--- config.mk ---
export PLATFORM = sky130hd
export DESIGN_NAME = posm_top
export DESIGN_NICKNAME = d
export VERILOG_FILES = /design/src/posm_pkg.sv /design/src/posm_pin_select.sv /design/src/posm_top.sv
export VERILOG_INCLUDE_DIRS = /design/src
export SDC_FILE = /design/constraint.sdc
export NUM_CORES = 1
export LEC_CHECK = 0
export BUFFER_PORTS_ARGS = -buffer_cell sky130_fd_sc_hd__clkbuf_2
export CAP_MARGIN = 40
export CELL_PAD_IN_SITES_DETAIL_PLACEMENT = 0
export CELL_PAD_IN_SITES_GLOBAL_PLACEMENT = 1
export CORE_MARGIN = 2
export CORE_UTILIZATION = 36
export DETAILED_ROUTE_END_ITERATION = 12
export PLACE_DENSITY_LB_ADDON = 0.1
export SYNTH_ARGS = -nofsm -noshare
export SYNTH_HDL_FRONTEND = slang
export SYNTH_SLANG_ARGS = --single-unit
--- constraint.sdc ---
create_clock -name clock -period 2.15 [get_ports clock]
set_clock_uncertainty 0.1 [all_clocks]
set_input_delay 0.43 -clock clock [delete_from_list [all_inputs] [get_ports clock]]
set_output_delay 0.43 -clock clock [all_outputs]
set_load 0.03 [all_outputs]
--- src/posm_params.svh ---
// constants for the pin output source multiplexer
`ifndef POSM_PARAMS_SVH
`define POSM_PARAMS_SVH
`define POSM_ADDR_PIN5 8'h15
`define POSM_ADDR_PIN6 8'h16
`define POSM_CTRL_RESET 8'h00
`define POSM_SEL_HI 7
`define POSM_SEL_LO 5
`define POSM_SRC_HI 4
`define POSM_SRC_LO 2
`define POSM_VAL_BIT 1
`define POSM_EN_BIT 0
`define POSM_SRC_STATUS 3'h4
`define POSM_SRC_RSVD 3'h5
`define POSM_SRC_TX0 3'h6
`define POSM_SRC_TX1 3'h7
`define POSM_SEL_LOCK 3'h4
`define POSM_SEL_PASS 3'h5
`define POSM_SEL_FV 3'h6
`define POSM_SEL_LV 3'h7
`define POSM_ST_VALUE 3'h0
`define POSM_ST_LOCK_OR 3'h1
`define POSM_ST_LOCK_AND 3'h2
`define POSM_ST_PASS_AND 3'h3
`define POSM_ST_SYNC5 3'h4
`define POSM_ST_SYNC6 3'h5
`define POSM_TX_PASS_AND 3'h0
`define POSM_TX_PASS_OR 3'h1
`define POSM_TX_FV 3'h2
`define POSM_TX_LV 3'h3
`define POSM_TX_SYNCED 3'h4
`define POSM_TX_IRQ 3'h5
`endif

--- src/posm_pkg.sv ---
// types for the pin output source multiplexer
package posm_pkg;
   typedef struct packed {
      logic [2:0] signal_select;
      logic [2:0] source_group;
      logic register_value;
      logic drive_enable;
   } posm_ctrl_t;
   typedef struct packed {
      logic [3:0] remote_in;
      logic lock;
      logic pass;
      logic frame_valid;
      logic line_valid;
   } posm_rx_t;
   typedef struct packed {
      logic pass_and;
      logic pass_or;
      logic frame_valid;
      logic line_valid;
      logic synced;
      logic irq;
   } posm_tx_t;
endpackage

--- src/posm_pin_select.sv ---
// one pin's source selection, purely combinational
`timescale 1ns/1ps
`include "posm_params.svh"
module posm_pin_select
   import posm_pkg::*;
#(
   parameter logic [2:0] SYNC_CODE = `POSM_ST_SYNC5
) (
   input wire posm_ctrl_t ctrl,
   input wire posm_rx_t [3:0] rx,
   input wire posm_tx_t [1:0] tx,
   input wire logic [3:0] rx_enabled,
   input wire logic frame_sync_pulse,
   output logic data
);
   function automatic logic rx_pick(input posm_rx_t p, input logic [2:0] s);
      case (s)
         `POSM_SEL_LOCK: rx_pick = p.lock;
         `POSM_SEL_PASS: rx_pick = p.pass;
         `POSM_SEL_FV: rx_pick = p.frame_valid;
         `POSM_SEL_LV: rx_pick = p.line_valid;
         default: rx_pick = p.remote_in[s[1:0]];
      endcase
   endfunction
   function automatic logic tx_pick(input posm_tx_t t, input logic [2:0] s);
      case (s)
         `POSM_TX_PASS_AND: tx_pick = t.pass_and;
         `POSM_TX_PASS_OR: tx_pick = t.pass_or;
         `POSM_TX_FV: tx_pick = t.frame_valid;
         `POSM_TX_LV: tx_pick = t.line_valid;
         `POSM_TX_SYNCED: tx_pick = t.synced;
         `POSM_TX_IRQ: tx_pick = t.irq;
         default: tx_pick = 1'b0;
      endcase
   endfunction
   logic [3:0] lock_m;
   logic [3:0] pass_m;
   logic any_en;
   always_comb begin
      for (int i = 0; i < 4; i++) begin
         lock_m[i] = rx[i].lock;
         pass_m[i] = rx[i].pass;
      end
      any_en = |rx_enabled;
      data = 1'b0;
      case (ctrl.source_group)
         `POSM_SRC_STATUS: begin
            if (ctrl.signal_select == `POSM_ST_VALUE) begin
               data = ctrl.register_value;
            end else if (ctrl.signal_select == `POSM_ST_LOCK_OR) begin
               data = |(lock_m & rx_enabled);
            end else if (ctrl.signal_select == `POSM_ST_LOCK_AND) begin
               data = any_en & &(lock_m | ~rx_enabled);
            end else if (ctrl.signal_select == `POSM_ST_PASS_AND) begin
               data = any_en & &(pass_m | ~rx_enabled);
            end else if (ctrl.signal_select == SYNC_CODE) begin
               data = frame_sync_pulse;
            end
         end
         `POSM_SRC_RSVD: data = 1'b0;
         `POSM_SRC_TX0: data = tx_pick(tx[0], ctrl.signal_select);
         `POSM_SRC_TX1: data = tx_pick(tx[1], ctrl.signal_select);
         default: data = rx_pick(rx[ctrl.source_group[1:0]], ctrl.signal_select);
      endcase
   end
endmodule

--- src/posm_top.sv ---
// control registers and registered outputs for pins 5 and 6
`timescale 1ns/1ps
`include "posm_params.svh"
// What this block does
// - source field bits 4:2 pick receive port 0-3, status, or transmit port 0/1
// - receive source, select 0-3 outputs that port's forwarded remote input
// - receive source, select 4-7 outputs lock, pass, frame valid, line valid
// - status source, select 0 outputs the register value bit
// - status source, select 1/2 output OR/AND of enabled ports' lock
// - status source, select 3 outputs AND of enabled ports' pass
// - pin 5 status select 4 outputs frame sync; 5-7 reserved
// - pin 6 frame sync code is ambiguous; a parameter picks it, flagged
// - transmit source, select 0/1 output AND/OR of its receive pass status
// - transmit source, select 2/3 output its frame and line valid
// - transmit source, select 4 synchronized, 5 interrupt, 6-7 reserved
// - bit 1 is the value driven when the register value is selected
// - bit 0 enables driving; clear means the pin is not driven
module posm_top
   import posm_pkg::*;
#(
   parameter logic [2:0] PIN6_SYNC_CODE = `POSM_ST_SYNC6
) (
   input wire logic clock,
   input wire logic reset,
   input wire logic reg_write,
   input wire logic [7:0] reg_addr,
   input wire logic [7:0] reg_wdata,
   output logic [7:0] reg_rdata,
   input wire posm_rx_t [3:0] rx,
   input wire posm_tx_t [1:0] tx,
   input wire logic [3:0] rx_enabled,
   input wire logic frame_sync_pulse,
   output logic pin5_out,
   output logic pin5_oe,
   output logic pin6_out,
   output logic pin6_oe
);
   posm_ctrl_t pin5_output_control;
   posm_ctrl_t pin6_output_control;
   logic next_pin5;
   logic next_pin6;
   logic [3:0] lock_all;
   logic [3:0] pass_all;

   // register writes from the serial control bus
   always_ff @(posedge clock) begin
      if (reset) begin
         pin5_output_control <= `POSM_CTRL_RESET;
         pin6_output_control <= `POSM_CTRL_RESET;
      end else if (reg_write) begin
         if (reg_addr == `POSM_ADDR_PIN5) begin
            pin5_output_control <= reg_wdata;
         end
         if (reg_addr == `POSM_ADDR_PIN6) begin
            pin6_output_control <= reg_wdata;
         end
      end
   end

   // read data registered; unmapped addresses read zero
   always_ff @(posedge clock) begin
      if (reset) begin
         reg_rdata <= 8'h00;
      end else if (reg_addr == `POSM_ADDR_PIN5) begin
         reg_rdata <= pin5_output_control;
      end else if (reg_addr == `POSM_ADDR_PIN6) begin
         reg_rdata <= pin6_output_control;
      end else begin
         reg_rdata <= 8'h00;
      end
   end

   posm_pin_select #(.SYNC_CODE(`POSM_ST_SYNC5)) u_pin5 (
      .ctrl(pin5_output_control),
      .rx(rx),
      .tx(tx),
      .rx_enabled(rx_enabled),
      .frame_sync_pulse(frame_sync_pulse),
      .data(next_pin5)
   );
   posm_pin_select #(.SYNC_CODE(PIN6_SYNC_CODE)) u_pin6 (
      .ctrl(pin6_output_control),
      .rx(rx),
      .tx(tx),
      .rx_enabled(rx_enabled),
      .frame_sync_pulse(frame_sync_pulse),
      .data(next_pin6)
   );

   // one register stage so pins never glitch on select changes
   always_ff @(posedge clock) begin
      if (reset) begin
         pin5_out <= 1'b0;
         pin5_oe <= 1'b0;
         pin6_out <= 1'b0;
         pin6_oe <= 1'b0;
      end else begin
         pin5_oe <= pin5_output_control.drive_enable;
         pin6_oe <= pin6_output_control.drive_enable;
         pin5_out <= pin5_output_control.drive_enable & next_pin5;
         pin6_out <= pin6_output_control.drive_enable & next_pin6;
      end
   end

   chk_oe_follows_en: assert property (@(posedge clock) disable iff (reset)
      ##1 pin5_oe == $past(pin5_output_control.drive_enable))
      else $error("pin5 enable mismatch");
   chk_undriven_low: assert property (@(posedge clock) disable iff (reset)
      !pin6_oe |-> !pin6_out)
      else $error("pin6 data while undriven");
   chk_value_bit: assert property (@(posedge clock) disable iff (reset)
      (pin5_output_control == {3'h0, `POSM_SRC_STATUS, 2'b11}) [*2] |-> pin5_out)
      else $error("pin5 value bit not driven");
   chk_rsvd_src_low: assert property (@(posedge clock) disable iff (reset)
      pin6_output_control.source_group == `POSM_SRC_RSVD |=> !pin6_out)
      else $error("reserved source not low");
   chk_rx_lock: assert property (@(posedge clock) disable iff (reset)
      pin5_output_control == {`POSM_SEL_LOCK, 3'h1, 2'b01} |=> pin5_out == $past(rx[1].lock))
      else $error("rx lock not routed");
   chk_rx_remote: assert property (@(posedge clock) disable iff (reset)
      pin6_output_control == {3'h2, 3'h3, 2'b01} |=> pin6_out == $past(rx[3].remote_in[2]))
      else $error("remote input not routed");
   chk_tx_irq: assert property (@(posedge clock) disable iff (reset)
      pin5_output_control == {`POSM_TX_IRQ, `POSM_SRC_TX1, 2'b01} |=> pin5_out == $past(tx[1].irq))
      else $error("tx irq not routed");
   chk_lock_or: assert property (@(posedge clock) disable iff (reset)
      pin6_output_control == {`POSM_ST_LOCK_OR, `POSM_SRC_STATUS, 2'b01}
      |=> pin6_out == $past(|({rx[3].lock, rx[2].lock, rx[1].lock, rx[0].lock} & rx_enabled)))
      else $error("lock or wrong");
   chk_sync5: assert property (@(posedge clock) disable iff (reset)
      pin5_output_control == {`POSM_ST_SYNC5, `POSM_SRC_STATUS, 2'b01}
      |=> pin5_out == $past(frame_sync_pulse))
      else $error("frame sync not routed");
   chk_reset_state: assert property (@(posedge clock)
      $fell(reset) |-> pin5_output_control == 8'h00 && !pin5_oe && !pin6_oe)
      else $error("reset state wrong");

   // flat views of the per-port status, read only by the checks below
   assign lock_all = {rx[3].lock, rx[2].lock, rx[1].lock, rx[0].lock};
   assign pass_all = {rx[3].pass, rx[2].pass, rx[1].pass, rx[0].pass};
   chk_oe6_follows_en: assert property (@(posedge clock) disable iff (reset)
      ##1 pin6_oe == $past(pin6_output_control.drive_enable))
      else $error("pin6 enable mismatch");
   chk_pin5_undriven: assert property (@(posedge clock) disable iff (reset)
      !pin5_oe |-> !pin5_out)
      else $error("pin5 data while undriven");
   chk_write_pin5: assert property (@(posedge clock) disable iff (reset)
      reg_write && reg_addr == `POSM_ADDR_PIN5 |=> pin5_output_control == $past(reg_wdata))
      else $error("pin5 write lost");
   chk_write_pin6: assert property (@(posedge clock) disable iff (reset)
      reg_write && reg_addr == `POSM_ADDR_PIN6 |=> pin6_output_control == $past(reg_wdata))
      else $error("pin6 write lost");
   chk_write_ignored: assert property (@(posedge clock) disable iff (reset)
      reg_write && reg_addr != `POSM_ADDR_PIN5 && reg_addr != `POSM_ADDR_PIN6
      |=> $stable(pin5_output_control) && $stable(pin6_output_control))
      else $error("unmapped write changed a control");
   chk_read_pin5: assert property (@(posedge clock) disable iff (reset)
      reg_addr == `POSM_ADDR_PIN5 |=> reg_rdata == $past(pin5_output_control))
      else $error("pin5 read wrong");
   chk_read_pin6: assert property (@(posedge clock) disable iff (reset)
      reg_addr == `POSM_ADDR_PIN6 |=> reg_rdata == $past(pin6_output_control))
      else $error("pin6 read wrong");
   chk_read_unmapped: assert property (@(posedge clock) disable iff (reset)
      reg_addr != `POSM_ADDR_PIN5 && reg_addr != `POSM_ADDR_PIN6
      |=> reg_rdata == 8'h00)
      else $error("unmapped read not zero");
   chk_rx_remote5: assert property (@(posedge clock) disable iff (reset)
      pin5_output_control == {3'h1, 3'h0, 2'b01} |=> pin5_out == $past(rx[0].remote_in[1]))
      else $error("pin5 remote input not routed");
   chk_rx_frame: assert property (@(posedge clock) disable iff (reset)
      pin5_output_control == {`POSM_SEL_FV, 3'h0, 2'b01}
      |=> pin5_out == $past(rx[0].frame_valid))
      else $error("rx frame valid not routed");
   chk_rx_line: assert property (@(posedge clock) disable iff (reset)
      pin5_output_control == {`POSM_SEL_LV, 3'h0, 2'b01}
      |=> pin5_out == $past(rx[0].line_valid))
      else $error("rx line valid not routed");
   chk_rx_pass: assert property (@(posedge clock) disable iff (reset)
      pin5_output_control == {`POSM_SEL_PASS, 3'h3, 2'b01}
      |=> pin5_out == $past(rx[3].pass))
      else $error("rx pass not routed");
   chk_lock_and: assert property (@(posedge clock) disable iff (reset)
      pin5_output_control == {`POSM_ST_LOCK_AND, `POSM_SRC_STATUS, 2'b01}
      |=> pin5_out == $past(|rx_enabled && &(lock_all | ~rx_enabled)))
      else $error("lock and wrong");
   chk_pass_and: assert property (@(posedge clock) disable iff (reset)
      pin5_output_control == {`POSM_ST_PASS_AND, `POSM_SRC_STATUS, 2'b01}
      |=> pin5_out == $past(|rx_enabled && &(pass_all | ~rx_enabled)))
      else $error("pass and wrong");
   chk_sync5_rsvd: assert property (@(posedge clock) disable iff (reset)
      pin5_output_control.source_group == `POSM_SRC_STATUS
      && pin5_output_control.signal_select > `POSM_ST_SYNC5 |=> !pin5_out)
      else $error("reserved status select not low");
   chk_sync6: assert property (@(posedge clock) disable iff (reset)
      pin6_output_control == {PIN6_SYNC_CODE, `POSM_SRC_STATUS, 2'b01}
      |=> pin6_out == $past(frame_sync_pulse))
      else $error("pin6 frame sync not routed");
   chk_tx_pass_and: assert property (@(posedge clock) disable iff (reset)
      pin5_output_control == {`POSM_TX_PASS_AND, `POSM_SRC_TX0, 2'b01}
      |=> pin5_out == $past(tx[0].pass_and))
      else $error("tx pass and not routed");
   chk_tx_pass_or: assert property (@(posedge clock) disable iff (reset)
      pin5_output_control == {`POSM_TX_PASS_OR, `POSM_SRC_TX1, 2'b01}
      |=> pin5_out == $past(tx[1].pass_or))
      else $error("tx pass or not routed");
   chk_tx_frame: assert property (@(posedge clock) disable iff (reset)
      pin5_output_control == {`POSM_TX_FV, `POSM_SRC_TX0, 2'b01}
      |=> pin5_out == $past(tx[0].frame_valid))
      else $error("tx frame valid not routed");
   chk_tx_line: assert property (@(posedge clock) disable iff (reset)
      pin5_output_control == {`POSM_TX_LV, `POSM_SRC_TX0, 2'b01}
      |=> pin5_out == $past(tx[0].line_valid))
      else $error("tx line valid not routed");
   chk_tx_synced: assert property (@(posedge clock) disable iff (reset)
      pin5_output_control == {`POSM_TX_SYNCED, `POSM_SRC_TX0, 2'b01}
      |=> pin5_out == $past(tx[0].synced))
      else $error("tx synchronized not routed");
   chk_tx_rsvd: assert property (@(posedge clock) disable iff (reset)
      pin5_output_control.source_group[2:1] == 2'b11
      && pin5_output_control.signal_select[2:1] == 2'b11 |=> !pin5_out)
      else $error("reserved tx select not low");
   chk_rsvd5_low: assert property (@(posedge clock) disable iff (reset)
      pin5_output_control.source_group == `POSM_SRC_RSVD |=> !pin5_out)
      else $error("pin5 reserved source not low");
   chk_reset_outputs: assert property (@(posedge clock)
      $fell(reset) |-> pin6_output_control == 8'h00 && reg_rdata == 8'h00
      && !pin5_out && !pin6_out)
      else $error("reset outputs wrong");
   cov_pin5_enabled: cover property (@(posedge clock) disable iff (reset) $rose(pin5_oe));
   cov_pin6_tx: cover property (@(posedge clock) disable iff (reset)
      pin6_oe && pin6_output_control.source_group == `POSM_SRC_TX0);
   cov_status_out: cover property (@(posedge clock) disable iff (reset)
      pin5_oe && pin5_output_control.source_group == `POSM_SRC_STATUS && pin5_out);
endmodule

==> impl_metrics.py, run 1 <==
metrics = {
    "synthesis": {
        "yosys.area.top_type_share_pct": 27.2,
        "synth_area_sq_um": 2060,
        "synthesis.instances": 226,
        "yosys_register_bits": 28,
        "yosysSeqAreaShare_pct": 27.2,
        "syn-num-nets": 294,
        "synth_ff_type": "dfxtp_1",
        "syn_area_per_cell_sq_um": 9.11,
        "yosysUniqueCellTypes": 44,
        "synthTopCellsByArea": "dfxtp_1 (27%), mux2i_1 (14%), mux4_2 (13%), nor2_1 (5.8%), a22oi_1 (3.3%)",
        "synth_warnings": 0,
        "synth-edff-count": 0,
        "synth.largest_area_cell": "dfxtp_1",
        "async_flop_share_pct": 0,
    },
    "timing": {
        "min_period_ns": 1.90,
        "rsz0062_at_grt": "no",
        "setup_violations": 0,
        "hold_viol": 0,
        "fin_crit_sh_pct": 88.3,
        "slew_viol_final": 0,
        "relSlewSlack_pct": 62.3,
        "fmax_mhz": 527,
        "tns_ns": 0,
        "tightest_slew_ns": 0.565,
    },
    "critical_path": {
        "worstPathArrival_ns": 1.96,
        "path_class": "reg2reg",
        "cp_max_fo": 10,
        "cp_num_buf_inv": 0,
        "cp-start-kind": "register",
        "regToRegSetupSlack_ns": 0.25,
        "r2r-start": "pin6_output_control[2]$_SDFFE_PP0P_",
        "cpPeakStageDelay_ns": 0.66,
        "r2r-end": "pin6_out$_SDFF_PP0_",
        "required_ns": 2.21,
        "crit_path_end_kind": "register",
        "rr_worst_depth": 5,
        "cp_cell_sequence": "mux4_2 > a31oi_1 > nand3_1 > a21oi_1 > a31oi_1",
        "cp_top_family": "flip-flops",
        "crit_top_cell": "a31oi_1",
        "cpMaxStageDelayCell": "dfxtp_1",
    },
    "worst_hold_path": {
        "min_path_cells": 3,
        "hold_class": "in2reg",
        "hold_end": "pin5_output_control[0]$_SDFFE_PP0P_",
        "worstHoldStart": "reg_wdata[0]",
    },
    "grt": {
        "track_usage_pct": 18.5,
        "grt_max_degree": 25,
        "grt_pass1_wl_microns": 9200,
        "grt_antenna_before_repair": 0,
        "grt_pass1_vias": 1904,
        "gr-total-overflow": 0,
    },
    "route": {
        "drt_first_pass_iters": 4,
        "met3WireLength_microns": 289,
        "drt-wirelength-per-cell_microns": 15.5,
        "top_layer_used": "met4",
        "wl_microns": 5810,
        "postRouteAntennaNets": 0,
        "vias_per_cell": 5.37,
        "drtIter0Drc": 71,
        "drc": 0,
        "wl_met2_microns": 2730,
        "dr_total_vias": 2009,
        "wl_met1_microns": 2720,
    },
    "layout": {
        "layout.cells.non_filler": 374,
        "layout-drive-gt1-share_pct": 39.1,
        "final_cell_mix": "clkbuf_2 (79), nor2_1 (32), mux2i_1 (29)",
        "syn_to_final_growth_pct": 26.1,
        "final_nets": 371,
        "num_antenna_cells": 0,
        "final_common_cell": "clkbuf_2",
    },
    "power_and_ir_drop": {
        "p_per_area_nw_per_um2": 384,
        "p_leak_nw": 1.03,
        "ir_worst_vdd_v": 0.000266,
    },
    "clock_tree": {
        "cts_htree_levels": 1,
        "cts_resized": 0,
        "clk_path_buf_depth": 2,
        "cts_num_sinks": 28,
        "numCtsBuffers": 3,
        "ctsRootBufferMaster": "clkbuf_8",
        "post_cts_buffers": 0,
        "cts_tree": "yes",
        "clkLatencyLatePin_ns": 0.27,
        "cts.clk_slew.worst_paths_ns": 0.09,
        "cts_hold_buf": 0,
    },
    "placement": {
        "dpl.cell_count": 370,
        "io_buffers": 79,
        "dpl.hpwl_microns": 4700,
        "gp_congestion": 0.770,
    },
    "floorplanning": {
        "rows": 27,
        "ios": 80,
        "die_x_microns": 79.6,
        "die_area_sq_um": 6340,
        "core_area_sq_um": 5510,
        "fp.dieH_microns": 79.6,
        "start_util_pct": 37.4,
    },
    "run": {
        "drv_cap": 0,
    },
    "outcome": {
        "status": "completed",
    },
}
how the worst max path moves through the flow:
stage          slack (ns)                           startpoint  depth (start not counted)                                   to
6_report             0.25  pin6_output_control[2]$_SDFFE_PP0P_                          5                  pin6_out$_SDFF_PP0_
5_1_grt              0.04  pin6_output_control[2]$_SDFFE_PP0P_                          5                  pin6_out$_SDFF_PP0_
4_1_cts              0.24  pin6_output_control[2]$_SDFFE_PP0P_                          5                  pin6_out$_SDFF_PP0_
3_5_place_dp         0.16                          reg_addr[7]                          7  pin5_output_control[2]$_SDFFE_PP0P_
3_3_place_gp         0.19                          reg_addr[7]                          7  pin5_output_control[2]$_SDFFE_PP0P_
2_1_floorplan        0.19                          reg_addr[7]                          7  pin5_output_control[0]$_SDFFE_PP0P_
Yosys cell counts (all sizes together), types with 2 or more instances:
| cell type | number |
|---|---|
| buf | 13 |
| nor2b | 2 |
| mux2i | 29 |
| nand2 | 10 |
| nand3b | 5 |
| nor4 | 2 |
| mux2 | 3 |
| a21o | 2 |
| a22oi | 9 |
| o211ai | 3 |
| nand3 | 8 |
| o22ai | 2 |
| a31oi | 5 |
| mux4 | 12 |
| and3 | 2 |
| o21ai | 4 |
| nand2b | 7 |
| and2 | 2 |
| clkbuf | 7 |
| nor3b | 3 |
| nor2 | 32 |
| a311oi | 2 |
| a22o | 2 |
| inv | 6 |
| dfxtp | 28 |
| nand4 | 2 |
| o2111ai | 2 |
| a21oi | 8 |
| a211oi | 2 |
| o31ai | 2 |
| nor3 | 2 |
layout make-up:
| type | instances | area [sq um] |
|---|---|---|
| inverters | 6 | 22.5 |
| fillers | 556 | 2910 |
| repair buffers | 92 | 505 |
| well taps | 72 | 90.1 |
| flip-flops and latches | 28 | 561 |
| clock buffers | 4 | 55.1 |
| multi-input cells | 172 | 1360 |
sequential cells by signal, indices dropped and copies added (netlist names):
| name | count |
|---|---|
| pin5_output_control | 8 |
| pin6_output_control | 8 |
| reg_rdata | 8 |
| pin5_oe | 1 |
| pin5_out | 1 |
| pin6_oe | 1 |
| pin6_out | 1 |
stage by stage:
step | worst slack (ns) | util, % | area (sq um) | total power [W] | hold slack, ns
after floorplan | 0.192 | - | 2060 | 0.000593 | 0.352
after global placement | 0.193 | 46.1 | 2540 | 0.000683 | 0.364
after detailed placement | 0.159 | 46.1 | 2540 | 0.000683 | 0.389
after CTS | 0.236 | 47.1 | 2600 | 0.00101 | 0.311
after global routing | 0.0383 | 47.1 | 2600 | 0.00105 | 0.320
final | 0.252 | 47.1 | 2600 | 0.000996 | 0.314
logic make-up after synthesis:
kind of cell           Yosys count  synth area share [%]
multiplexers                    44                  28.9
flip-flops                      28                  27.2
AO/OA/AOI/OAI                   48                  16.2
AND/OR/NAND/NOR                 80                  21.1
buffers and inverters           26                  6.57
metal layers:
| layer | track usage (%) | vias to the layer above |
|---|---|---|
| met5 | 0 | - |
| li1 | - | 998 |
| met1 | 25.8 | 948 |
| met2 | 30.2 | 57 |
| met4 | 3.62 | 0 |
| met3 | 3.28 | 6 |
report_power, final:
part           leakage, nW  internal (W)  switching (W)  total [W]
sequential           0.225      0.000519    0.000000782   0.000519
clock               0.0288      0.000164       0.000161   0.000325
combinational        0.772     0.0000849      0.0000671   0.000152
total                 1.03      0.000767       0.000229   0.000996
worst reg2reg max path, cell delays in order (launching register included):
cell,delay [ns]
dfxtp_1,0.66
mux4_2,0.57
a31oi_1,0.17
nand3_1,0.10
a21oi_1,0.14
a31oi_1,0.05
Power figures use the tool's default switching activity.
==> run 2, diff against run 1 <==
CORE_UTILIZATION = 37   (was 36)
SYNTH_HIERARCHICAL = 1   (was default)
==> run 2 against run 1 <==
- sequential power about the same
- worst setup slack got worse by 0.17 ns
- largest cell class unchanged
- clock-buffer cell count shrank 1
- sequential share of layout area is 2.1 points lower
- largest power group unchanged
- critical endpoint unchanged
- die area up 7.1%
==> impl_metrics.py, run 2 <==
metrics = {
    "outcome": {
        "status": "completed",
    },
    "critical_path": {
        "r2r-start": "pin6_output_control[3]$_SDFFE_PP0P_",
        "path_class": "reg2reg",
        "rr_worst_depth": 7,
        "required_ns": 2.28,
        "cp-startpoint": "pin6_output_control[3]$_SDFFE_PP0P_",
        "worstPathArrival_ns": 2.20,
        "cp-start-kind": "register",
        "crit_path_end_kind": "register",
        "cp_max_fo": 6,
    },
    "clock_tree": {
        "cts_num_sinks": 28,
        "post_cts_buffers": 0,
        "ctsRootBufferMaster": "clkbuf_8",
        "cts.clk_slew.worst_paths_ns": 0.10,
        "clkLatencyLatePin_ns": 0.28,
        "numCtsBuffers": 3,
        "cts_htree_levels": 1,
        "clk_path_buf_depth": 2,
        "cts_tree": "yes",
    },
    "synthesis": {
        "synth_warnings": 6,
        "yosys_register_bits": 28,
        "syn_area_per_cell_sq_um": 9.32,
        "syn-num-nets": 312,
        "synthTopCellsByArea": "dfxtp_1 (25%), mux2i_1 (16%), mux4_1 (6.9%), nand2b_1 (6.1%), mux4_2 (5.0%)",
        "synth_area_sq_um": 2270,
        "synthesis.instances": 244,
        "ys_top_cells_by_count": "mux2i_1 (37), dfxtp_1 (28), nand2b_1 (22)",
        "synth-edff-count": 0,
        "synth.largest_area_cell": "dfxtp_1",
        "synth_ff_type": "dfxtp_1",
        "yosysSeqAreaShare_pct": 24.7,
        "synth_most_common_cell": "mux2i_1",
        "async_flop_share_pct": 0,
        "yosysUniqueCellTypes": 52,
        "yosys.area.top_type_share_pct": 24.7,
    },
    "grt": {
        "grtUsageMet1_pct": 29.2,
        "use_met3_pct": 2.72,
        "use_met2_pct": 33.6,
        "track_usage_pct": 20.6,
        "grt_max_degree": 26,
        "grt_antenna_before_repair": 0,
        "grt_pass1_wl_microns": 10600,
        "grt_pass1_vias": 2116,
        "gr-total-overflow": 0,
        "top_usage_layer": "met2",
    },
    "floorplanning": {
        "core_area_sq_um": 5920,
        "ios": 80,
        "die_area_sq_um": 6790,
        "fp.dieH_microns": 82.4,
        "start_util_pct": 38.4,
        "rows": 28,
        "die_x_microns": 82.4,
    },
    "timing": {
        "fin_crit_sh_pct": 96.4,
        "min_period_ns": 2.07,
        "rsz0062_at_grt": "no",
        "fmax_mhz": 482,
        "slew_viol_final": 0,
        "setup_ws_ns": 0.0772,
        "tns_ns": 0,
        "hold_viol": 0,
        "tightest_slew_ns": 0.436,
        "relSlewSlack_pct": 70.6,
        "setup_violations": 0,
    },
    "layout": {
        "fill_cells": 618,
        "multi_input_area_sq_um": 1540,
        "layout-drive-gt1-share_pct": 36.1,
        "num_antenna_cells": 0,
        "final_cell_mix": "clkbuf_2 (79), mux2i_1 (37), dfxtp_1 (26)",
        "largest_registers": "pin5_output_control (8), pin6_output_control (8), reg_rdata (8)",
        "syn_to_final_growth_pct": 27.0,
        "seq_area_sq_um": 563,
        "final_area_sq_um": 2890,
        "layout.cells.non_filler": 407,
        "final_common_cell": "clkbuf_2",
        "final_nets": 401,
        "post-route-util_pct": 48.8,
    },
    "route": {
        "drt_first_pass_iters": 4,
        "postRouteAntennaNets": 0,
        "drt-wirelength-per-cell_microns": 16.4,
        "dr_total_vias": 2231,
        "wl_microns": 6680,
        "drtIter0Drc": 141,
        "vias_per_cell": 5.48,
        "drc": 0,
    },
    "placement": {
        "gp_congestion": 0.773,
        "dpl.cell_count": 403,
        "io_buffers": 79,
        "dpl.hpwl_microns": 5410,
        "placed_area_sq_um": 2810,
        "post-place-ws_ns": 0.0502,
    },
    "power_and_ir_drop": {
        "p_leak_nw": 1.21,
        "switching_power_w": 0.000252,
        "p_sw_share_pct": 22.5,
        "pwr-share-comb_pct": 16.6,
        "p_per_area_nw_per_um2": 387,
        "pwr-share-seq_pct": 46.4,
        "internal_power_w": 0.000866,
        "clockPowerShare_pct": 37.0,
        "ir_worst_vdd_v": 0.000391,
    },
    "worst_hold_path": {
        "worstHoldStart": "reg_wdata[6]",
        "hold_class": "in2reg",
        "min_path_cells": 3,
    },
    "run": {
        "drv_cap": 0,
    },
}
-- run 2: cell count changes after synthesis, sizes merged, moves of 3 or more --
cell | previous run | this run
nand2b | 7 | 22
nor2 | 32 | 17
inv | 6 | 17
mux2i | 29 | 37
o22ai | 2 | 10
a21oi | 8 | 3
nand2 | 10 | 5
nand4 | 2 | 6
a22oi | 9 | 12
nand3b | 5 | 2
nor2b | 2 | 5
nor3b | 3 | 0
-- run 2: metrics by stage --
stage / total power (W) / hold WS [ns]
floorplan: 0.000616 / 0.361
global placement: 0.000715 / 0.386
detailed placement: 0.000715 / 0.388
CTS: 0.00113 / 0.315
global route: 0.00116 / 0.328
finish: 0.00112 / 0.315
-- run 2: final timing paths --
kind	to	slack, ns
worst max register to register	pin6_out$_SDFF_PP0_	0.08
worst min-delay path	pin5_output_control[6]$_SDFFE_PP0P_	0.32
worst min register to register	pin5_output_control[1]$_SDFFE_PP0P_	0.40
worst max-delay path	pin6_out$_SDFF_PP0_	0.08
-- run 2: logic make-up (layout without fill, tap and decap cells) --
family / Yosys count / in the layout / synth area share (%)
buffers and inverters: 33 / 121 / 7.48
flip-flops: 28 / 28 / 24.7
AO/OA/AOI/OAI: 54 / 54 / 18.0
AND/OR/NAND/NOR: 80 / 80 / 21.2
multiplexers: 49 / 49 / 28.7
-- run 2: critical path, stage by stage, from the launching register on --
cell       delay [ns]
dfxtp_2          0.37
buf_4            0.15
or3_1            0.39
o22ai_1          0.28
a2111oi_2        0.11
a22o_1           0.23
a311oi_2         0.24
and2_1           0.15
-- run 2: metal layers --
| metal | part of all wire, % | up-vias | wire length, microns |
|---|---|---|---|
| li1 | - | 1109 | - |
| met1 | 48 | 1057 | 3190 |
| met2 | 47 | 63 | 3140 |
| met3 | 4.7 | 2 | 316 |
| met4 | 0.54 | 0 | 36 |
| met5 | 0 | - | 0 |
-- run 2: area by class of cell --
type	instances	area share [%]
inverters	17	2.21
well taps	75	3.25
repair buffers	100	19.2
clock buffers	3	1.43
clock inverters	1	1.04
multi-input cells	183	53.4
flip-flops and latches	28	19.5
-- run 2: what timing repair did --
| action | 4_1_cts | 5_1_grt |
|---|---|---|
| hold buffers | 0 | 0 |
| setup endpoints to repair | 0 | 1 |
| gates resized for setup | 0 | 2 |
-- run 2: power by group through the flow --
stage	logic, W	clock network [W]	registers [W]
after detailed placement	0.000184	0	0.000531
after global routing	0.000203	0.000436	0.000519
after global placement	0.000183	0	0.000531
final	0.000185	0.000414	0.000519
after floorplan	0.0000847	0	0.000531
after CTS	0.000185	0.000424	0.000519
==> run 3, diff against run 2 <==
BUFFER_PORTS_ARGS = -buffer_cell sky130_fd_sc_hd__buf_2   (was -buffer_cell sky130_fd_sc_hd__clkbuf_2)
==> run 3 against run 2 <==
- routed wire length rose by 5.5%
- utilization rose by 0.30 points
- global-route usage rose by 1.2 points
- flip-flop and latch count did not move
- fmax rose by 3.5%
- worst setup slack improved by 0.071 ns
- die area did not move
- sequential share of layout area fell by 0.16 points
- final area rose by 0.61%
- first-iteration DRC count rose by 23%
- largest cell class unchanged
==> impl_metrics.py, run 3 (synthesis results as in run 2) <==
metrics = {
    "grt": {
        "grt_antenna_before_repair": 0,
        "track_usage_pct": 21.9,
        "grt_max_degree": 26,
        "grt_pass1_wl_microns": 11300,
        "grt_pass1_vias": 2259,
        "gr-total-overflow": 0,
    },
    "timing": {
        "min_period_ns": 2.00,
        "hold_viol": 0,
        "rsz0062_at_grt": "no",
        "tightest_slew_ns": 0.459,
        "relSlewSlack_pct": 69.1,
        "tns_ns": 0,
        "slew_viol_final": 0,
        "fin_crit_sh_pct": 93.1,
        "timing.hold.ws_ns": 0.335,
        "setup_violations": 0,
        "fmax_mhz": 499,
        "setup_ws_ns": 0.148,
    },
    "worst_hold_path": {
        "hold_end": "pin6_output_control[2]$_SDFFE_PP0P_",
        "hold_class": "in2reg",
        "worstHoldStart": "reg_wdata[2]",
        "min_path_cells": 3,
    },
    "critical_path": {
        "cp_cell_sequence": "mux4_2 > a2111oi_2 > a22o_1 > a311oi_2 > and2_1",
        "cp_num_buf_inv": 0,
        "cp-start-kind": "register",
        "worstPathArrival_ns": 2.08,
        "cp_max_fo": 5,
        "cp_top_family": "compound AO/OA/AOI/OAI gates",
        "cpPeakStageDelay_ns": 0.54,
        "cpMaxStageDelayCell": "mux4_2",
        "r2r-end": "pin6_out$_SDFF_PP0_",
        "rr_worst_depth": 5,
        "required_ns": 2.23,
        "path_class": "reg2reg",
        "regToRegSetupSlack_ns": 0.15,
        "r2r-start": "pin6_output_control[3]$_SDFFE_PP0P_",
        "crit_path_end_kind": "register",
    },
    "clock_tree": {
        "clkLatencyLatePin_ns": 0.27,
        "clk_path_buf_depth": 2,
        "cts_tree": "yes",
        "ctsRootBufferMaster": "clkbuf_8",
        "numCtsBuffers": 3,
        "cts_htree_levels": 1,
        "cts.clk_slew.worst_paths_ns": 0.10,
        "cts_num_sinks": 28,
    },
    "route": {
        "postRouteAntennaNets": 0,
        "wl_microns": 7050,
        "drtIter0Drc": 173,
        "dr_total_vias": 2283,
        "drt_first_pass_iters": 5,
        "vias_per_cell": 5.57,
        "drc": 0,
        "drt-wirelength-per-cell_microns": 17.2,
    },
    "power_and_ir_drop": {
        "ir_worst_vdd_v": 0.000245,
        "pwr-share-comb_pct": 18.1,
        "p_per_area_nw_per_um2": 355,
        "switching_power_w": 0.000250,
        "p_leak_nw": 1.21,
        "internal_power_w": 0.000782,
        "pwr-share-seq_pct": 50.3,
        "clockPowerShare_pct": 31.6,
        "p_sw_share_pct": 24.3,
    },
    "placement": {
        "post-place-ws_ns": 0.0393,
        "dpl.hpwl_microns": 5720,
        "placed_area_sq_um": 2850,
        "io_buffers": 79,
        "dpl.cell_count": 406,
        "gp_congestion": 0.795,
    },
    "run": {
        "drv_cap": 0,
    },
    "floorplanning": {
        "die_area_sq_um": 6790,
        "start_util_pct": 38.4,
        "ios": 80,
        "die_x_microns": 82.4,
        "fp.dieH_microns": 82.4,
        "core_area_sq_um": 5920,
        "rows": 28,
    },
    "layout": {
        "largest_registers": "pin5_output_control (8), pin6_output_control (8), reg_rdata (8)",
        "final_area_sq_um": 2910,
        "final_nets": 404,
        "final_cell_mix": "buf_2 (79), mux2i_1 (37), dfxtp_1 (27)",
        "fill_cells": 590,
        "num_antenna_cells": 0,
        "layout-drive-gt1-share_pct": 36.4,
        "final_common_cell": "buf_2",
        "syn_to_final_growth_pct": 27.8,
        "layout.cells.non_filler": 410,
    },
    "outcome": {
        "status": "completed",
    },
}
run 3: changes by cell type in the layout (fill, tap and decap cells not counted), sizes merged:
cell,previous run,this run
buf,21,103
clkbuf,82,4
bufinv,1,0
run 3: what timing repair did:
item | in CTS | in global routing
hold buffers | 0 | 0
buffers inserted | 0 | 0
endpoints found under the setup margin | 0 | 1
gates resized for setup | 0 | 1
run 3: worst max path at each step:
stage | from | end | cells past startpoint
after floorplan | pin6_output_control[3]$_SDFFE_PP0P_ | pin6_out$_SDFF_PP0_ | 6
after global placement | pin6_output_control[3]$_SDFFE_PP0P_ | pin6_out$_SDFF_PP0_ | 5
after detailed placement | pin6_output_control[3]$_SDFFE_PP0P_ | pin6_out$_SDFF_PP0_ | 7
after CTS | pin6_output_control[3]$_SDFFE_PP0P_ | pin6_out$_SDFF_PP0_ | 7
after global routing | pin5_output_control[6]$_SDFFE_PP0P_ | pin5_out$_SDFF_PP0_ | 8
final | pin6_output_control[3]$_SDFFE_PP0P_ | pin6_out$_SDFF_PP0_ | 5
run 3: power groups by stage:
stage / clock [W] / sequential, W / combinational, W
floorplan: 0 / 0.000531 / 0.0000847
global placement: 0 / 0.000531 / 0.000186
detailed placement: 0 / 0.000531 / 0.000186
CTS: 0.000334 / 0.000519 / 0.000187
global route: 0.000349 / 0.000519 / 0.000206
finish: 0.000326 / 0.000519 / 0.000187
run 3: cell type report:
class                           instances  area [sq um]  share of cell area (%)
Multi-Input combinational cell        183          1540                    53.1
Sequential cell                        28           562                    19.3
Tap cell                               75          93.8                    3.23
Timing Repair Buffer                  103           588                    20.2
Inverter                               17          63.8                    2.20
Clock buffer                            4          55.1                    1.89
run 3: routing by layer:
metal | vias up | part of all wire (%) | track usage [%]
met1 | 1076 | 47 | 31.6
met4 | 0 | 0.38 | 2.33
met5 | - | 0 | 0
met3 | 2 | 5.8 | 2.28
met2 | 93 | 47 | 36.3
li1 | 1112 | - | -
run 3: worst min-delay path, stage by stage:
cell and delay (ns):
buf_2 0.09, nand2b_1 0.08, mux2i_1 0.06
run 3: through the flow:
stage                     util, %  power [W]
after floorplan                 -   0.000616
after CTS                    49.0    0.00104
final                        49.1    0.00103
after global routing         49.1    0.00107
after global placement       48.1   0.000717
after detailed placement     48.1   0.000717
